==> src/core/ipcr_pkg.sv <==
// Shared constants and types for the two-wire port control block
package ipcr_pkg;

	// System clock rate
	localparam int CLK_HZ = 20_000_000;

	// Register indices on the local bus
	localparam logic [2:0] ADDR_CTRL_PRIMARY = 3'h0;
	localparam logic [2:0] ADDR_CTRL_SECONDARY = 3'h1;
	localparam logic [2:0] ADDR_TRANSFER_BUFFER = 3'h2;
	localparam logic [2:0] ADDR_RELOAD = 3'h3;
	localparam logic [2:0] ADDR_STATUS = 3'h4;
	localparam logic [2:0] ADDR_GPIO = 3'h5;

	// Values after reset
	localparam logic [7:0] CTRL_PRIMARY_RESET = 8'h00;
	localparam logic [7:0] CTRL_SECONDARY_RESET = 8'h00;
	localparam logic [7:0] BUFFER_RESET = 8'h00;
	localparam logic [7:0] RELOAD_RESET = 8'h00;
	localparam logic [1:0] GPIO_RESET = 2'h0;

	// Status register bit positions
	localparam int ST_BUFFER_FULL = 0;
	localparam int ST_ADDR_UPDATE = 1;
	localparam int ST_READ_WRITE = 2;
	localparam int ST_START_SEEN = 3;
	localparam int ST_STOP_SEEN = 4;
	localparam int ST_PORT_EVENT = 5;

	// GPIO register field positions
	localparam int GPIO_OUT_LSB = 0;
	localparam int GPIO_DIR_LSB = 2;
	localparam int GPIO_IN_LSB = 4;

	// Mode select encodings
	localparam logic [3:0] MODE_SLAVE7 = 4'h6;
	localparam logic [3:0] MODE_SLAVE10 = 4'h7;
	localparam logic [3:0] MODE_MASTER = 4'h8;
	localparam logic [3:0] MODE_FW_MASTER = 4'hB;
	localparam logic [3:0] MODE_SLAVE7_EVT = 4'hE;
	localparam logic [3:0] MODE_SLAVE10_EVT = 4'hF;

	// Address constants and bit counts
	localparam logic [7:0] GENERAL_CALL_ADDR = 8'h00;
	localparam logic [4:0] TEN_BIT_HEADER = 5'h1E;
	localparam logic [3:0] BITS_PER_BYTE = 4'h8;
	localparam logic [3:0] ACK_SLOT = 4'h9;
	localparam logic [1:0] QUARTER_LAST = 2'h3;

	// First control register layout
	typedef struct packed {
		logic write_collision_flag;
		logic receive_overflow_flag;
		logic port_enable_bit;
		logic clock_release_bit;
		logic [3:0] mode_select_field;
	} ipcr_ctrl_primary_t;

	// Second control register layout
	typedef struct packed {
		logic general_call_enable;
		logic ack_received_status;
		logic ack_data_value;
		logic ack_sequence_request;
		logic master_receive_request;
		logic stop_request;
		logic repeated_start_request;
		logic start_or_stretch_bit;
	} ipcr_ctrl_secondary_t;

endpackage

==> src/core/ipcr_pin_sync.sv <==
`timescale 1ns/100ps
`default_nettype none
// Three-stage pin synchroniser with agreement filter
module ipcr_pin_sync #(
	parameter logic IDLE = 1'b1
) (
	// Clock and reset
	input wire logic clk_i,
	input wire logic resetn_i,
	// Raw pin and filtered level
	input wire logic pin_i,
	output logic level_o
);

	logic meta_reg, mid_reg, late_reg;

	// First stage feeds only the second, to contain metastability
	always_ff @(posedge clk_i)
	begin
		if (!resetn_i)
		begin
			meta_reg <= IDLE;
			mid_reg <= IDLE;
			late_reg <= IDLE;
		end
		else
		begin
			meta_reg <= pin_i;
			mid_reg <= meta_reg;
			late_reg <= mid_reg;
		end
	end

	// Level moves only once stages two and three agree
	always_ff @(posedge clk_i)
	begin
		if (!resetn_i)
			level_o <= IDLE;
		else if (mid_reg == late_reg)
			level_o <= late_reg;
	end

endmodule
`default_nettype wire

==> src/core/ipcr_quarter_tick.sv <==
`timescale 1ns/100ps
`default_nettype none
// Quarter bit-period strobe: one pulse every reload+1 cycles
module ipcr_quarter_tick #(
	parameter int CNT_W = 8
) (
	// Clock and reset
	input wire logic clk_i,
	input wire logic resetn_i,
	// Control
	input wire logic run_i,
	input wire logic [CNT_W-1:0] reload_i,
	// Strobe
	output logic tick_o
);

	if (CNT_W < 1)
	begin : g_bad_width
		$error("ipcr_quarter_tick: CNT_W must be at least 1");
	end

	logic [CNT_W-1:0] count_reg;

	// Counter restarts whenever the sequencer is idle
	always_ff @(posedge clk_i)
	begin
		if (!resetn_i || !run_i)
		begin
			count_reg <= '0;
			tick_o <= 1'b0;
		end
		else if (count_reg == reload_i)
		begin
			count_reg <= '0;
			tick_o <= 1'b1;
		end
		else
		begin
			count_reg <= count_reg + 1'b1;
			tick_o <= 1'b0;
		end
	end

endmodule
`default_nettype wire

==> src/core/ipcr_core.sv <==
//Behaviour
//- Master transmit: buffer write while master busy sets write collision flag.
//- Slave transmit: buffer write while still shifting sets write collision flag.
//- Write collision flag is meaningless while receiving.
//- Receive: byte arriving while buffer full sets overflow flag until software clears.
//- Overflow flag is meaningless while transmitting.
//- Port enable hands pins to the port; cleared, pins become general I/O.
//- Slave holds clock low while release bit is 0, releases at 1.
//- Master ignores the clock-release bit.
//- Modes 0110 and 0111 are 7- and 10-bit slave, no start/stop events.
//- Modes 1110 and 1111 are slave modes that also flag start and stop.
//- 1000 is hardware master, quarter period reload+1; 1011 enables neither master nor slave.
//- Repeated start request makes a repeated start, then clears itself.
//- Start request makes a start condition, then clears itself.
//- Slave with stretch bit holds clock after a received byte while the buffer is still full.
//- Slave withholds ack and keeps buffer when full or overflowed.
`timescale 1ns/100ps
`default_nettype none
module ipcr_core
	import ipcr_pkg::*;
#(
	parameter int ADDR_W = 3
) (
	// Clock and reset
	input wire logic clk_i,
	input wire logic resetn_i,
	// Register port
	input wire logic [ADDR_W-1:0] addr_i,
	input wire logic [7:0] wdata_i,
	input wire logic wr_i,
	input wire logic rd_i,
	output logic [7:0] rdata_o,
	// Bus clock pin
	input wire logic scl_i,
	output logic scl_o,
	output logic scl_oe_o,
	// Bus data pin
	input wire logic sda_i,
	output logic sda_o,
	output logic sda_oe_o,
	// Sticky port event flag
	output logic event_o
);

	if (ADDR_W < 3)
	begin : g_bad_addr
		$error("ipcr_core: ADDR_W must be at least 3");
	end

	typedef enum {M_IDLE, M_START, M_RSTART, M_STOP, M_TX, M_RX, M_ACK} ipcr_mstate_t;

	ipcr_ctrl_primary_t c1_reg;
	ipcr_ctrl_secondary_t c2_reg;
	ipcr_mstate_t m_state_reg;
	logic [7:0] buf_reg, reload_reg, sr_reg;
	logic [1:0] gpio_out_reg, gpio_dir_reg, q_reg;
	logic [3:0] m_bit_reg, s_cnt_reg;
	logic buf_full_reg, addr_update_reg, rw_reg, start_seen_reg, stop_seen_reg;
	logic scl_s, sda_s, scl_d_reg, sda_d_reg, tick;
	logic m_hold_reg;
	logic s_listen_reg, s_active_reg, s_tx_reg, s_hi10_reg, s_ack_reg, s_txbit_reg;

	// Pin inputs cross into the clock domain
	ipcr_pin_sync #(.IDLE(1'b1)) u_scl_sync (
		.clk_i(clk_i),
		.resetn_i(resetn_i),
		.pin_i(scl_i),
		.level_o(scl_s)
	);
	ipcr_pin_sync #(.IDLE(1'b1)) u_sda_sync (
		.clk_i(clk_i),
		.resetn_i(resetn_i),
		.pin_i(sda_i),
		.level_o(sda_s)
	);

	// Quarter-period strobe for the master sequencer
	ipcr_quarter_tick #(.CNT_W(8)) u_tick (
		.clk_i(clk_i),
		.resetn_i(resetn_i),
		.run_i(m_state_reg != M_IDLE),
		.reload_i(reload_reg),
		.tick_o(tick)
	);

	// Mode decode; unlisted encodings leave both engines idle
	logic is_master, is_slave, ten_bit, ss_events;
	always_comb
	begin
		is_master = c1_reg.port_enable_bit && (c1_reg.mode_select_field == MODE_MASTER);
		is_slave = c1_reg.port_enable_bit && (c1_reg.mode_select_field inside
			{MODE_SLAVE7, MODE_SLAVE10, MODE_SLAVE7_EVT, MODE_SLAVE10_EVT});
		ten_bit = c1_reg.mode_select_field[0];
		ss_events = c1_reg.mode_select_field[3];
	end

	// Register strobes
	logic wr_c1, wr_c2, wr_buf, rd_buf, wr_reload, wr_status, wr_gpio;
	always_comb
	begin
		wr_c1 = wr_i && (addr_i == ADDR_W'(ADDR_CTRL_PRIMARY));
		wr_c2 = wr_i && (addr_i == ADDR_W'(ADDR_CTRL_SECONDARY));
		wr_buf = wr_i && (addr_i == ADDR_W'(ADDR_TRANSFER_BUFFER));
		rd_buf = rd_i && (addr_i == ADDR_W'(ADDR_TRANSFER_BUFFER));
		wr_reload = wr_i && (addr_i == ADDR_W'(ADDR_RELOAD));
		wr_status = wr_i && (addr_i == ADDR_W'(ADDR_STATUS));
		wr_gpio = wr_i && (addr_i == ADDR_W'(ADDR_GPIO));
	end

	// Master sequencer timing: a bit holds on a stretched clock before sampling
	logic adv, m_last, m_done, m_free, m_scl, m_sda;
	always_comb
	begin
		adv = tick && !(q_reg == 2'h1 && !scl_s);
		case (m_state_reg)
			M_TX: m_last = (m_bit_reg == BITS_PER_BYTE);
			M_RX: m_last = (m_bit_reg == BITS_PER_BYTE - 4'h1);
			default: m_last = 1'b1;
		endcase
		m_done = adv && (q_reg == QUARTER_LAST) && m_last;
		m_free = (m_state_reg == M_IDLE) && !c2_reg.start_or_stretch_bit
			&& !c2_reg.repeated_start_request && !c2_reg.stop_request
			&& !c2_reg.master_receive_request && !c2_reg.ack_sequence_request;
	end

	// Line levels per quarter (1 means released)
	always_comb
	begin
		m_scl = (q_reg == 2'h1) || (q_reg == 2'h2);
		m_sda = 1'b1;
		case (m_state_reg)
			M_START:
			begin
				m_scl = (q_reg < 2'h2);
				m_sda = (q_reg == 2'h0);
			end
			M_RSTART:
				m_sda = (q_reg < 2'h2);
			M_STOP:
			begin
				m_scl = (q_reg != 2'h0);
				m_sda = (q_reg >= 2'h2);
			end
			M_TX:
				m_sda = (m_bit_reg == BITS_PER_BYTE) || sr_reg[7];
			M_ACK:
				m_sda = c2_reg.ack_data_value;
			M_RX:
				m_sda = 1'b1;
			default:
			begin
				// Clock stays low between sequences until a stop, so no stray stop appears
				m_scl = !m_hold_reg;
				m_sda = 1'b1;
			end
		endcase
	end

	// Master state
	always_ff @(posedge clk_i)
	begin
		if (!resetn_i || !is_master)
		begin
			m_state_reg <= M_IDLE;
			q_reg <= 2'h0;
			m_bit_reg <= 4'h0;
		end
		else if (m_state_reg == M_IDLE)
		begin
			q_reg <= 2'h0;
			m_bit_reg <= 4'h0;
			if (c2_reg.start_or_stretch_bit)
				m_state_reg <= M_START;
			else if (c2_reg.repeated_start_request)
				m_state_reg <= M_RSTART;
			else if (c2_reg.stop_request)
				m_state_reg <= M_STOP;
			else if (c2_reg.master_receive_request)
				m_state_reg <= M_RX;
			else if (c2_reg.ack_sequence_request)
				m_state_reg <= M_ACK;
			else if (wr_buf)
				m_state_reg <= M_TX;
		end
		else if (adv)
		begin
			q_reg <= q_reg + 2'h1;
			if (q_reg == QUARTER_LAST)
				m_bit_reg <= m_bit_reg + 4'h1;
			if (m_done)
				m_state_reg <= M_IDLE;
		end
	end

	// Bus stays claimed after each sequence until a stop completes
	always_ff @(posedge clk_i)
	begin
		if (!resetn_i || !is_master)
			m_hold_reg <= 1'b0;
		else if (m_done)
			m_hold_reg <= (m_state_reg != M_STOP);
	end

	// Slave bus events from filtered pins
	logic scl_rise, scl_fall, bus_start, bus_stop, hdr_hit, addr_hit;
	logic s_rx_byte, s_accept, s_load, s_end9, ckp_hold;
	always_comb
	begin
		scl_rise = scl_s && !scl_d_reg;
		scl_fall = !scl_s && scl_d_reg;
		bus_start = scl_s && scl_d_reg && sda_d_reg && !sda_s;
		bus_stop = scl_s && scl_d_reg && !sda_d_reg && sda_s;
		hdr_hit = (sr_reg[7:3] == TEN_BIT_HEADER) && (sr_reg[2:1] == reload_reg[2:1]);
		if (ten_bit && s_hi10_reg)
			addr_hit = (sr_reg == reload_reg);
		else if (ten_bit)
			addr_hit = hdr_hit;
		else
			addr_hit = (sr_reg[7:1] == reload_reg[7:1])
				|| (c2_reg.general_call_enable && sr_reg == GENERAL_CALL_ADDR);
		s_rx_byte = is_slave && scl_fall && (s_cnt_reg == BITS_PER_BYTE)
			&& (s_listen_reg || (s_active_reg && !s_tx_reg));
		s_accept = s_rx_byte && (s_active_reg || addr_hit);
		s_load = s_accept && !buf_full_reg && !c1_reg.receive_overflow_flag;
		s_end9 = is_slave && scl_fall && (s_cnt_reg == ACK_SLOT) && s_active_reg;
		ckp_hold = s_end9 && (s_tx_reg || (c2_reg.start_or_stretch_bit && buf_full_reg));
	end

	// Slave engine
	always_ff @(posedge clk_i)
	begin
		if (!resetn_i || !is_slave)
		begin
			s_listen_reg <= 1'b0;
			s_active_reg <= 1'b0;
			s_tx_reg <= 1'b0;
			s_hi10_reg <= 1'b0;
			s_cnt_reg <= 4'h0;
			s_ack_reg <= 1'b0;
			s_txbit_reg <= 1'b1;
		end
		else if (bus_start || bus_stop)
		begin
			s_listen_reg <= bus_start;
			s_active_reg <= 1'b0;
			s_tx_reg <= 1'b0;
			s_hi10_reg <= s_hi10_reg && bus_start;
			s_cnt_reg <= 4'h0;
			s_ack_reg <= 1'b0;
			s_txbit_reg <= 1'b1;
		end
		else
		begin
			if (scl_rise && s_cnt_reg < BITS_PER_BYTE && (s_listen_reg || s_active_reg))
				s_cnt_reg <= s_cnt_reg + 4'h1;
			// A high data line at a rise while the count is eight ends the read; the nack rise sees nine
			if (scl_rise && s_cnt_reg == BITS_PER_BYTE && s_tx_reg && sda_s)
			begin
				s_active_reg <= 1'b0;
				s_tx_reg <= 1'b0;
			end
			if (s_rx_byte)
			begin
				s_cnt_reg <= ACK_SLOT;
				s_ack_reg <= s_load;
				if (s_accept && !s_active_reg)
				begin
					if (ten_bit && !s_hi10_reg && !sr_reg[0])
						s_hi10_reg <= 1'b1;
					else
					begin
						s_active_reg <= 1'b1;
						s_listen_reg <= 1'b0;
						s_hi10_reg <= 1'b0;
						s_tx_reg <= sr_reg[0];
					end
				end
			end
			if (scl_fall && s_tx_reg && s_cnt_reg == BITS_PER_BYTE)
				s_cnt_reg <= ACK_SLOT;
			if (scl_fall && s_cnt_reg == ACK_SLOT)
			begin
				s_cnt_reg <= 4'h0;
				s_ack_reg <= 1'b0;
				if (!s_active_reg && !s_hi10_reg)
					s_listen_reg <= 1'b0;
			end
			// Transmit bits change at a clock fall or on any buffer write, colliding or not
			if (wr_buf && s_tx_reg)
				s_txbit_reg <= wdata_i[7];
			else if (scl_fall && s_tx_reg)
			begin
				if (s_cnt_reg < BITS_PER_BYTE)
					s_txbit_reg <= sr_reg[3'(4'h7 - s_cnt_reg)];
				else
					s_txbit_reg <= (s_cnt_reg == ACK_SLOT) ? sr_reg[7] : 1'b1;
			end
		end
	end

	// Pin history for edge detection
	always_ff @(posedge clk_i)
	begin
		if (!resetn_i)
		begin
			scl_d_reg <= 1'b1;
			sda_d_reg <= 1'b1;
		end
		else
		begin
			scl_d_reg <= scl_s;
			sda_d_reg <= sda_s;
		end
	end

	// Flag events
	logic m_rx_end, write_collision_flag_set, ov_set, bf_set, bf_clr, evt_set;
	always_comb
	begin
		m_rx_end = m_done && (m_state_reg == M_RX);
		write_collision_flag_set = wr_buf && ((is_master && !m_free)
			|| (is_slave && s_tx_reg && c1_reg.clock_release_bit));
		ov_set = (s_accept && buf_full_reg) || (m_rx_end && buf_full_reg);
		bf_set = s_load || (m_rx_end && !buf_full_reg) || (wr_buf && !write_collision_flag_set);
		bf_clr = (rd_buf && !s_tx_reg && m_state_reg != M_TX)
			|| (m_done && m_state_reg == M_TX)
			|| (is_slave && scl_fall && s_tx_reg && s_cnt_reg == BITS_PER_BYTE);
		evt_set = s_end9 || m_done || (is_slave && ss_events && (bus_start || bus_stop));
	end

	// First control register; hardware sets win over software clears
	always_ff @(posedge clk_i)
	begin
		if (!resetn_i)
			c1_reg <= ipcr_ctrl_primary_t'(CTRL_PRIMARY_RESET);
		else
		begin
			if (wr_c1)
				c1_reg <= ipcr_ctrl_primary_t'(wdata_i);
			else if (ckp_hold)
				c1_reg.clock_release_bit <= 1'b0;
			if (write_collision_flag_set)
				c1_reg.write_collision_flag <= 1'b1;
			if (ov_set)
				c1_reg.receive_overflow_flag <= 1'b1;
		end
	end

	// Second control register: one request at a time, only when idle
	always_ff @(posedge clk_i)
	begin
		if (!resetn_i)
			c2_reg <= ipcr_ctrl_secondary_t'(CTRL_SECONDARY_RESET);
		else
		begin
			if (m_done && m_state_reg == M_TX)
				c2_reg.ack_received_status <= sda_s;
			if (m_done)
			begin
				c2_reg.start_or_stretch_bit <= 1'b0;
				c2_reg.repeated_start_request <= 1'b0;
				c2_reg.stop_request <= 1'b0;
				c2_reg.master_receive_request <= 1'b0;
				c2_reg.ack_sequence_request <= 1'b0;
			end
			if (wr_c2)
			begin
				c2_reg.general_call_enable <= wdata_i[7];
				c2_reg.ack_data_value <= wdata_i[5];
				if (!is_master)
					c2_reg.start_or_stretch_bit <= wdata_i[0];
				else if (m_free)
				begin
					c2_reg.start_or_stretch_bit <= wdata_i[0];
					c2_reg.repeated_start_request <= wdata_i[1] && !wdata_i[0];
					c2_reg.stop_request <= wdata_i[2] && (wdata_i[1:0] == 2'h0);
					c2_reg.master_receive_request <= wdata_i[3] && (wdata_i[2:0] == 3'h0);
					c2_reg.ack_sequence_request <= wdata_i[4] && (wdata_i[3:0] == 4'h0);
				end
			end
		end
	end

	// Shift register, buffer and reload value
	always_ff @(posedge clk_i)
	begin
		if (!resetn_i)
		begin
			sr_reg <= BUFFER_RESET;
			buf_reg <= BUFFER_RESET;
			reload_reg <= RELOAD_RESET;
		end
		else
		begin
			// A colliding write is dropped here, so buf_reg and sr_reg keep the byte in flight
			if (wr_buf && !write_collision_flag_set)
			begin
				buf_reg <= wdata_i;
				sr_reg <= wdata_i;
			end
			else if (m_state_reg == M_RX && adv && q_reg == 2'h2)
				sr_reg <= {sr_reg[6:0], sda_s};
			else if (m_state_reg == M_TX && adv && q_reg == QUARTER_LAST)
				sr_reg <= {sr_reg[6:0], 1'b1};
			else if (is_slave && scl_rise && s_cnt_reg < BITS_PER_BYTE && !s_tx_reg
				&& (s_listen_reg || s_active_reg))
				sr_reg <= {sr_reg[6:0], sda_s};
			if (s_load || (m_rx_end && !buf_full_reg))
				buf_reg <= sr_reg;
			if (wr_reload)
				reload_reg <= wdata_i;
		end
	end

	// Status bits
	always_ff @(posedge clk_i)
	begin
		if (!resetn_i)
		begin
			buf_full_reg <= 1'b0;
			addr_update_reg <= 1'b0;
			rw_reg <= 1'b0;
			start_seen_reg <= 1'b0;
			stop_seen_reg <= 1'b0;
			event_o <= 1'b0;
		end
		else
		begin
			if (bf_set)
				buf_full_reg <= 1'b1;
			else if (bf_clr)
				buf_full_reg <= 1'b0;
			if (s_accept && ten_bit && !s_active_reg)
				addr_update_reg <= 1'b1;
			else if (wr_reload)
				addr_update_reg <= 1'b0;
			if (s_accept && !s_active_reg)
				rw_reg <= sr_reg[0];
			if (bus_start || bus_stop)
			begin
				start_seen_reg <= bus_start;
				stop_seen_reg <= bus_stop;
			end
			// Event flag clears by writing one; a new event wins
			if (evt_set)
				event_o <= 1'b1;
			else if (wr_status && wdata_i[ST_PORT_EVENT])
				event_o <= 1'b0;
		end
	end

	// General-purpose pin register
	always_ff @(posedge clk_i)
	begin
		if (!resetn_i)
		begin
			gpio_out_reg <= GPIO_RESET;
			gpio_dir_reg <= GPIO_RESET;
		end
		else if (wr_gpio)
		begin
			gpio_out_reg <= wdata_i[GPIO_OUT_LSB +: 2];
			gpio_dir_reg <= wdata_i[GPIO_DIR_LSB +: 2];
		end
	end

	// Pin drivers; open-drain lines only ever pull low when enabled
	always_ff @(posedge clk_i)
	begin
		if (!resetn_i)
		begin
			scl_o <= 1'b0;
			sda_o <= 1'b0;
			scl_oe_o <= 1'b0;
			sda_oe_o <= 1'b0;
		end
		else if (!c1_reg.port_enable_bit)
		begin
			scl_o <= gpio_out_reg[0];
			sda_o <= gpio_out_reg[1];
			scl_oe_o <= gpio_dir_reg[0];
			sda_oe_o <= gpio_dir_reg[1];
		end
		else
		begin
			// Direction register is not consulted here; software keeps it sane
			scl_o <= 1'b0;
			sda_o <= 1'b0;
			if (is_master)
			begin
				scl_oe_o <= !m_scl;
				sda_oe_o <= !m_sda;
			end
			else
			begin
				scl_oe_o <= is_slave && !c1_reg.clock_release_bit;
				sda_oe_o <= is_slave && (s_ack_reg
					|| (s_tx_reg && s_cnt_reg != ACK_SLOT && !s_txbit_reg));
			end
		end
	end

	// Registered read port; unmapped reads return zero
	always_ff @(posedge clk_i)
	begin
		if (!resetn_i || !rd_i)
			rdata_o <= 8'h00;
		else
		begin
			case (addr_i)
				ADDR_W'(ADDR_CTRL_PRIMARY): rdata_o <= c1_reg;
				ADDR_W'(ADDR_CTRL_SECONDARY): rdata_o <= c2_reg;
				ADDR_W'(ADDR_TRANSFER_BUFFER): rdata_o <= buf_reg;
				ADDR_W'(ADDR_RELOAD): rdata_o <= reload_reg;
				ADDR_W'(ADDR_STATUS): rdata_o <= {2'h0, event_o, stop_seen_reg,
					start_seen_reg, rw_reg, addr_update_reg, buf_full_reg};
				ADDR_W'(ADDR_GPIO): rdata_o <= {2'h0, sda_s, scl_s, gpio_dir_reg, gpio_out_reg};
				default: rdata_o <= 8'h00;
			endcase
		end
	end

endmodule
`default_nettype wire

==> config.mk <==
export PLATFORM = sky130hd
export DESIGN_NAME = ipcr_core
export DESIGN_NICKNAME = d
export VERILOG_FILES = /design/src/core/ipcr_pkg.sv /design/src/core/ipcr_pin_sync.sv /design/src/core/ipcr_quarter_tick.sv /design/src/core/ipcr_core.sv
export SDC_FILE = /design/constraint.sdc
export NUM_CORES = 1
export LEC_CHECK = 0
export ABC_CLOCK_PERIOD_IN_PS = 4300
export BUFFER_PORTS_ARGS = -buffer_cell sky130_fd_sc_hd__buf_2
export CORE_ASPECT_RATIO = 0.6
export CORE_MARGIN = 5
export CORE_UTILIZATION = 40
export DETAILED_ROUTE_END_ITERATION = 12
export GPL_TIMING_DRIVEN = 0
export PLACE_DENSITY = 0.55
export SLEW_MARGIN = 20
export SYNTH_ARGS = -nofsm -noshare
export SYNTH_HDL_FRONTEND = slang
export SYNTH_SLANG_ARGS = --single-unit
==> constraint.sdc <==
create_clock -name clk_i -period 4.3 [get_ports clk_i]
set_clock_uncertainty 0.2 [all_clocks]
set_input_delay 0.645 -clock clk_i [delete_from_list [all_inputs] [get_ports clk_i]]
set_output_delay 0.645 -clock clk_i [all_outputs]
set_load 0.05 [all_outputs]
==> results.json, run 1 <==
{
  "fmax_mhz": 349,
  "clkTransAtPathRegs_ns": 0.07,
  "rrSetupSlack_ns": 1.44,
  "fin_tns_setup_ns": 0,
  "leakage_nw": 2.11,
  "row_count": 31,
  "netlist_area_um2": 5080,
  "finalSetupViolations": 0,
  "period_needed_ns": 2.86,
  "yosysUniqueCellTypes": 62,
  "die_h_um": 97.3,
  "ys_top_cells_by_count": "dfxtp_1, nand2_1, nor2_1",
  "critPathCaptureType": "flop",
  "h-tree-depth": 3,
  "grtUsageMet1_pct": 32.2,
  "clock_path_buffers": 2,
  "viasPerCell": 5.72,
  "grt_pass1_wl_mm": 24.6,
  "rsz0062_at_grt": "no",
  "pin_count": 30,
  "cts-root-buf": "clkbuf_16",
  "ctsHoldBuffers": 0,
  "yosysTopAreaCellShare_pct": 39.8,
  "cts_sinks": 101,
  "power.density_nw_per_um2": 346,
  "cp_data_required_time_ns": 4.38,
  "busiest_layer": "met1",
  "synth-seq-cells": 101,
  "n_antenna_cell": 0,
  "portBuffers": 27,
  "gr-usage-all-layers_pct": 20.7,
  "cts_buffers": 9,
  "grtUsageMet2_pct": 27.1,
  "syn2layout_area_growth_pct": 13.2,
  "final-max-slew-violation-count": 0,
  "yosysTopAreaCell": "dfxtp_1",
  "holdWs_ns": 0.213,
  "async_reset_ff_share_pct": 0,
  "finalNetCount": 650,
  "final_util_pct": 46.9,
  "synthCells": 586,
  "post_cts_buffers": 0,
  "grt_pass1_vias": 4272,
  "clk_latency_ns": 0.34,
  "drv_cap": 0,
  "gp_congestion": 0.898,
  "dp_slack_ns": 1.41,
  "yosysWarnings": 0,
  "yosysMostFrequentCell": "dfxtp_1",
  "routed_wl_mm": 15.6,
  "ir_drop_mv": 0.179,
  "worstHoldPathType": "reg -> reg",
  "grtUsageMet3_pct": 7.39,
  "tightest_slew_ns": 0.790,
  "ant_nets": 0,
  "die_w_um": 156,
  "routedWlPerCell_um": 19.7,
  "hold_violations": 0,
  "cts_tree": "done",
  "n_fill_cell": 1212,
  "cts-resized-gates": 0,
  "syn-num-nets": 612,
  "synth_seq_area_share_pct": 39.8,
  "critPathMaxFanout": 7,
  "dr.pass1.iters": 5,
  "dieArea_um2": 15100,
  "grt_max_degree": 16,
  "drive_gt1_share_pct": 12.2,
  "synth-edff-count": 0,
  "grt-ovfl-total": 0,
  "initial_core_util_pct": 41.5,
  "status": "finished clean",
  "criticalPathCategory": "reg -> reg",
  "arrival_ns": 2.94,
  "cp-start-kind": "flop",
  "setup_slack_ns": 1.44,
  "antenna_found_initial": 0,
  "dpl.hpwl_mm": 11.9,
  "placed_cell_area_um2": 5430,
  "period_share_pct": 66.6,
  "syn_avg_cell_area_um2": 8.68,
  "drt_iter0_markers": 444,
  "slew_headroom_pct": 46.9,
  "vias": 4539,
  "design.core.area_um2": 12300,
  "synthTopCellsByArea": "dfxtp_1, mux2i_1, a21oi_1, nand2_1, nor2_1",
  "final_area_um2": 5750,
  "drc": 0,
  "synth_ff_type": "dfxtp_1"
}
## critical path, cell delays in order, from the launching register on
cell	delay [ns]
dfxtp_1	0.39
inv_1	0.10
ha_1	0.19
inv_1	0.08
o211ai_1	0.21
or4b_2	0.75
clkbuf_1	0.24
a21oi_2	0.39
mux2i_1	0.23
## cell families (layout without fill, tap and decap cells)
family | count (synthesis) | after routing | share of synthesized area, %
buffers and inverters | 49 | 92 | 3.91
and+or+nand+nor | 212 | 212 | 20.8
AOI/OAI and AO/OA | 137 | 137 | 17.1
muxes | 49 | 49 | 11.2
xor gates and xnor gates | 29 | 29 | 5.00
DFF | 101 | 101 | 39.8
adders and majority gates | 9 | 9 | 2.22
## metrics by stage
| stage | total power [mW] | instances |
|---|---|---|
| 6_report | 1.99 | 794 |
| 3_3_place_gp | 1.10 | 778 |
| 5_1_grt | 2.04 | 794 |
| 2_1_floorplan | 1.06 | 586 |
| 3_5_place_dp | 1.11 | 778 |
| 4_1_cts | 2.00 | 794 |
## power by group
part           switching, mW  internal (mW)  leakage [nW]
registers             0.0146          0.948         0.817
logic                 0.0817         0.0431          1.13
clock network          0.361          0.543         0.156
total                  0.457           1.53          2.11
## metal layers
metal  part of all wire (%)  wire (um)
met4                   0.72        113
met1                     49       7620
met2                     39       6070
met3                     12       1820
met5                      0          0
## area by class of cell
class,instances,area (um^2),share of cell area (%)
flip-flops and latches,101,2020,35.1
multi-input cells,436,2860,49.8
clock inverters,3,67.6,1.17
repair buffers,27,135,2.35
well taps,165,206,3.59
clock buffers,13,260,4.52
plain buffers,32,135,2.35
inverters,17,63.8,1.11
## placed cells by master, fill, tap and decap left out, drive strengths merged, types with 3 or more instances in the layout
cell      n
dfxtp   101
clkbuf   34
nand3b    3
nor3      5
buf      38
nor4b     3
xor2     16
o211ai    7
a22oi    11
a21oi    49
and3      4
nand3    24
a211oi   11
xnor2    13
mux2i    31
o22a      5
nand4b    3
mux4      5
o311ai    3
nand4     7
ha        9
nor4      5
or3       3
o21ai    31
inv      16
a21o      3
mux2     13
nor3b     6
nor2b    10
o21a      3
nand2    60
nand2b   11
nor2     60
## final timing paths
path                                                startpoint                       endpoint  cells after the start
worst max-delay path                     q_reg[1]$_SDFFE_PP0P_        buf_reg[3]$_SDFFE_PN0P_                      8
worst min-delay path            u_scl_sync.meta_reg$_SDFF_PN1_  u_scl_sync.mid_reg$_SDFF_PN1_                      1
worst max register to register           q_reg[1]$_SDFFE_PP0P_        buf_reg[3]$_SDFFE_PN0P_                      8
worst min register to register  u_scl_sync.meta_reg$_SDFF_PN1_  u_scl_sync.mid_reg$_SDFF_PN1_                      1
No activity file was read; power rests on OpenSTA's default activity.
==> run 2: changes to the inputs <==
--- a/config.mk
+++ b/config.mk
@@ -5,7 +5,7 @@
 export SDC_FILE = /design/constraint.sdc
 export NUM_CORES = 1
 export LEC_CHECK = 0
-export ABC_CLOCK_PERIOD_IN_PS = 4300
+export ABC_CLOCK_PERIOD_IN_PS = 2800
 export BUFFER_PORTS_ARGS = -buffer_cell sky130_fd_sc_hd__buf_2
 export CORE_ASPECT_RATIO = 0.6
 export CORE_MARGIN = 5
==> constraint.sdc (replaced) <==
create_clock -name clk_i -period 2.8 [get_ports clk_i]
set_clock_uncertainty 0.2 [all_clocks]
set_input_delay 0.42 -clock clk_i [delete_from_list [all_inputs] [get_ports clk_i]]
set_output_delay 0.42 -clock clk_i [all_outputs]
set_load 0.05 [all_outputs]
==> results.json, run 2 (synthesized netlist as in run 1, its figures left out) <==
{
  "worstHoldPathType": "in -> reg",
  "n_antenna_cell": 0,
  "dp_slack_ns": -0.0128,
  "rr_startpoint": "q_reg[1]$_SDFFE_PP0P_",
  "finalSetupViolations": 0,
  "drv_cap": 0,
  "period_needed_ns": 2.65,
  "multi_input_comb_area_um2": 2880,
  "final_area_um2": 5820,
  "cp_cell_sequence": "inv_2 > ha_1 > inv_1 > o211ai_1 > or4b_2 > a21oi_4 > mux2i_1",
  "viasPerCell": 5.73,
  "design.core.area_um2": 12300,
  "mostFrequentLayoutCell": "dfxtp_1",
  "cts_buffers": 9,
  "clk_latency_ns": 0.34,
  "finalNetCount": 653,
  "critPathMaxFanout": 7,
  "reg2regPathDepth": 7,
  "holdWs_ns": 0.0509,
  "fmax_mhz": 378,
  "dpl.hpwl_mm": 11.9,
  "antenna_found_initial": 0,
  "grt_pass1_wl_mm": 24.6,
  "fin_tns_setup_ns": 0,
  "ant_nets": 0,
  "grt_max_degree": 16,
  "crit_path_end": "buf_reg[3]$_SDFFE_PN0P_",
  "gr-usage-all-layers_pct": 20.7,
  "syn2layout_area_growth_pct": 14.4,
  "cp_slowest_cell": "or4b_2",
  "slew_headroom_pct": 48.2,
  "grt-ovfl-total": 0,
  "h-tree-depth": 3,
  "drt_iter0_markers": 424,
  "period_share_pct": 94.5,
  "ctsHoldBuffers": 0,
  "portBuffers": 27,
  "tightest_slew_ns": 0.770,
  "rrSetupSlack_ns": 0.15,
  "clock_path_buffers": 2,
  "cp_data_required_time_ns": 2.87,
  "cp-start-kind": "flop",
  "ir_drop_mv": 0.267,
  "initial_core_util_pct": 41.5,
  "routedWlPerCell_um": 19.7,
  "power.total_mw": 3.05,
  "cts-root-buf": "clkbuf_16",
  "vias": 4564,
  "hold_violations": 0,
  "status": "finished clean",
  "row_count": 31,
  "die_h_um": 97.3,
  "cts_sinks": 101,
  "final_cell_mix": "dfxtp_1, nand2_1, nor2_1",
  "setup_slack_ns": 0.153,
  "reg2reg_to": "buf_reg[3]$_SDFFE_PN0P_",
  "placed_cell_area_um2": 5430,
  "rsz0062_at_grt": "no",
  "seq_area_um2": 2020,
  "die_w_um": 156,
  "cts_tree": "done",
  "dieArea_um2": 15100,
  "criticalPathCategory": "reg -> reg",
  "n_fill_cell": 1206,
  "dr.pass1.iters": 5,
  "power.density_nw_per_um2": 524,
  "clkTransAtPathRegs_ns": 0.07,
  "gp_congestion": 0.898,
  "startpoint": "q_reg[1]$_SDFFE_PP0P_",
  "grt_pass1_vias": 4272,
  "critPathCaptureType": "flop",
  "leakage_nw": 2.13,
  "arrival_ns": 2.72,
  "cpPeakStageDelay_ns": 0.87,
  "drc": 0,
  "pin_count": 30,
  "drive_gt1_share_pct": 13.6,
  "final-max-slew-violation-count": 0,
  "routed_wl_mm": 15.7
}
run 2: repair_timing:
| action | CTS | global route |
|---|---|---|
| gates resized for setup | 1 | 5 |
| setup buffers | 0 | 5 |
| pin swaps | 0 | 3 |
| setup endpoints to repair | 3 | 20 |
run 2: critical path, delay by kind of cell, from the launching register on:
kind                       cells  cell delay, ns
muxes                          1            0.22
AOI/OAI and AO/OA              2            0.53
adders and majority gates      1            0.18
and+or+nand+nor                1            0.87
buffers and inverters          2            0.16
DFF                            1            0.40
run 2: per-layer routing:
metal	vias to the layer above	wire, um	GRT usage, %
met1	2177	7730	32.2
met3	16	1750	7.39
met2	201	6090	27.1
li1	2170	-	-
met4	0	124	3.70
met5	-	0	0
run 2: layout make-up:
type | instances | share of cell area, %
clock inverters | 3 | 1.16
well taps | 165 | 3.55
plain buffers | 30 | 2.19
flip-flops and latches | 101 | 34.8
multi-input cells | 436 | 49.6
repair buffers | 32 | 3.18
inverters | 17 | 1.10
clock buffers | 13 | 4.47
run 2: stage by stage:
stage               utilization (%)  cells
floorplan                         -    586
global placement               44.3    778
detailed placement             44.3    778
CTS                            47.0    794
global route                   47.5    797
finish                         47.5    797
run 2: worst min path at each step:
stage                                   start                              to  slack (ns)  cells past startpoint
4_1_cts                                 sda_i  u_sda_sync.meta_reg$_SDFF_PN1_        0.05                      2
3_5_place_dp   u_sda_sync.meta_reg$_SDFF_PN1_   u_sda_sync.mid_reg$_SDFF_PN1_        0.19                      1
2_1_floorplan  u_scl_sync.meta_reg$_SDFF_PN1_   u_scl_sync.mid_reg$_SDFF_PN1_        0.19                      1
6_report                                sda_i  u_sda_sync.meta_reg$_SDFF_PN1_        0.05                      2
5_1_grt                                 sda_i  u_sda_sync.meta_reg$_SDFF_PN1_        0.06                      2
3_3_place_gp   u_sda_sync.meta_reg$_SDFF_PN1_   u_sda_sync.mid_reg$_SDFF_PN1_        0.19                      1
run 2: power by group:
part / internal, mW / switching (mW)
clock network: 0.834 / 0.543
logic: 0.0687 / 0.126
registers: 1.46 / 0.0240
total: 2.36 / 0.692
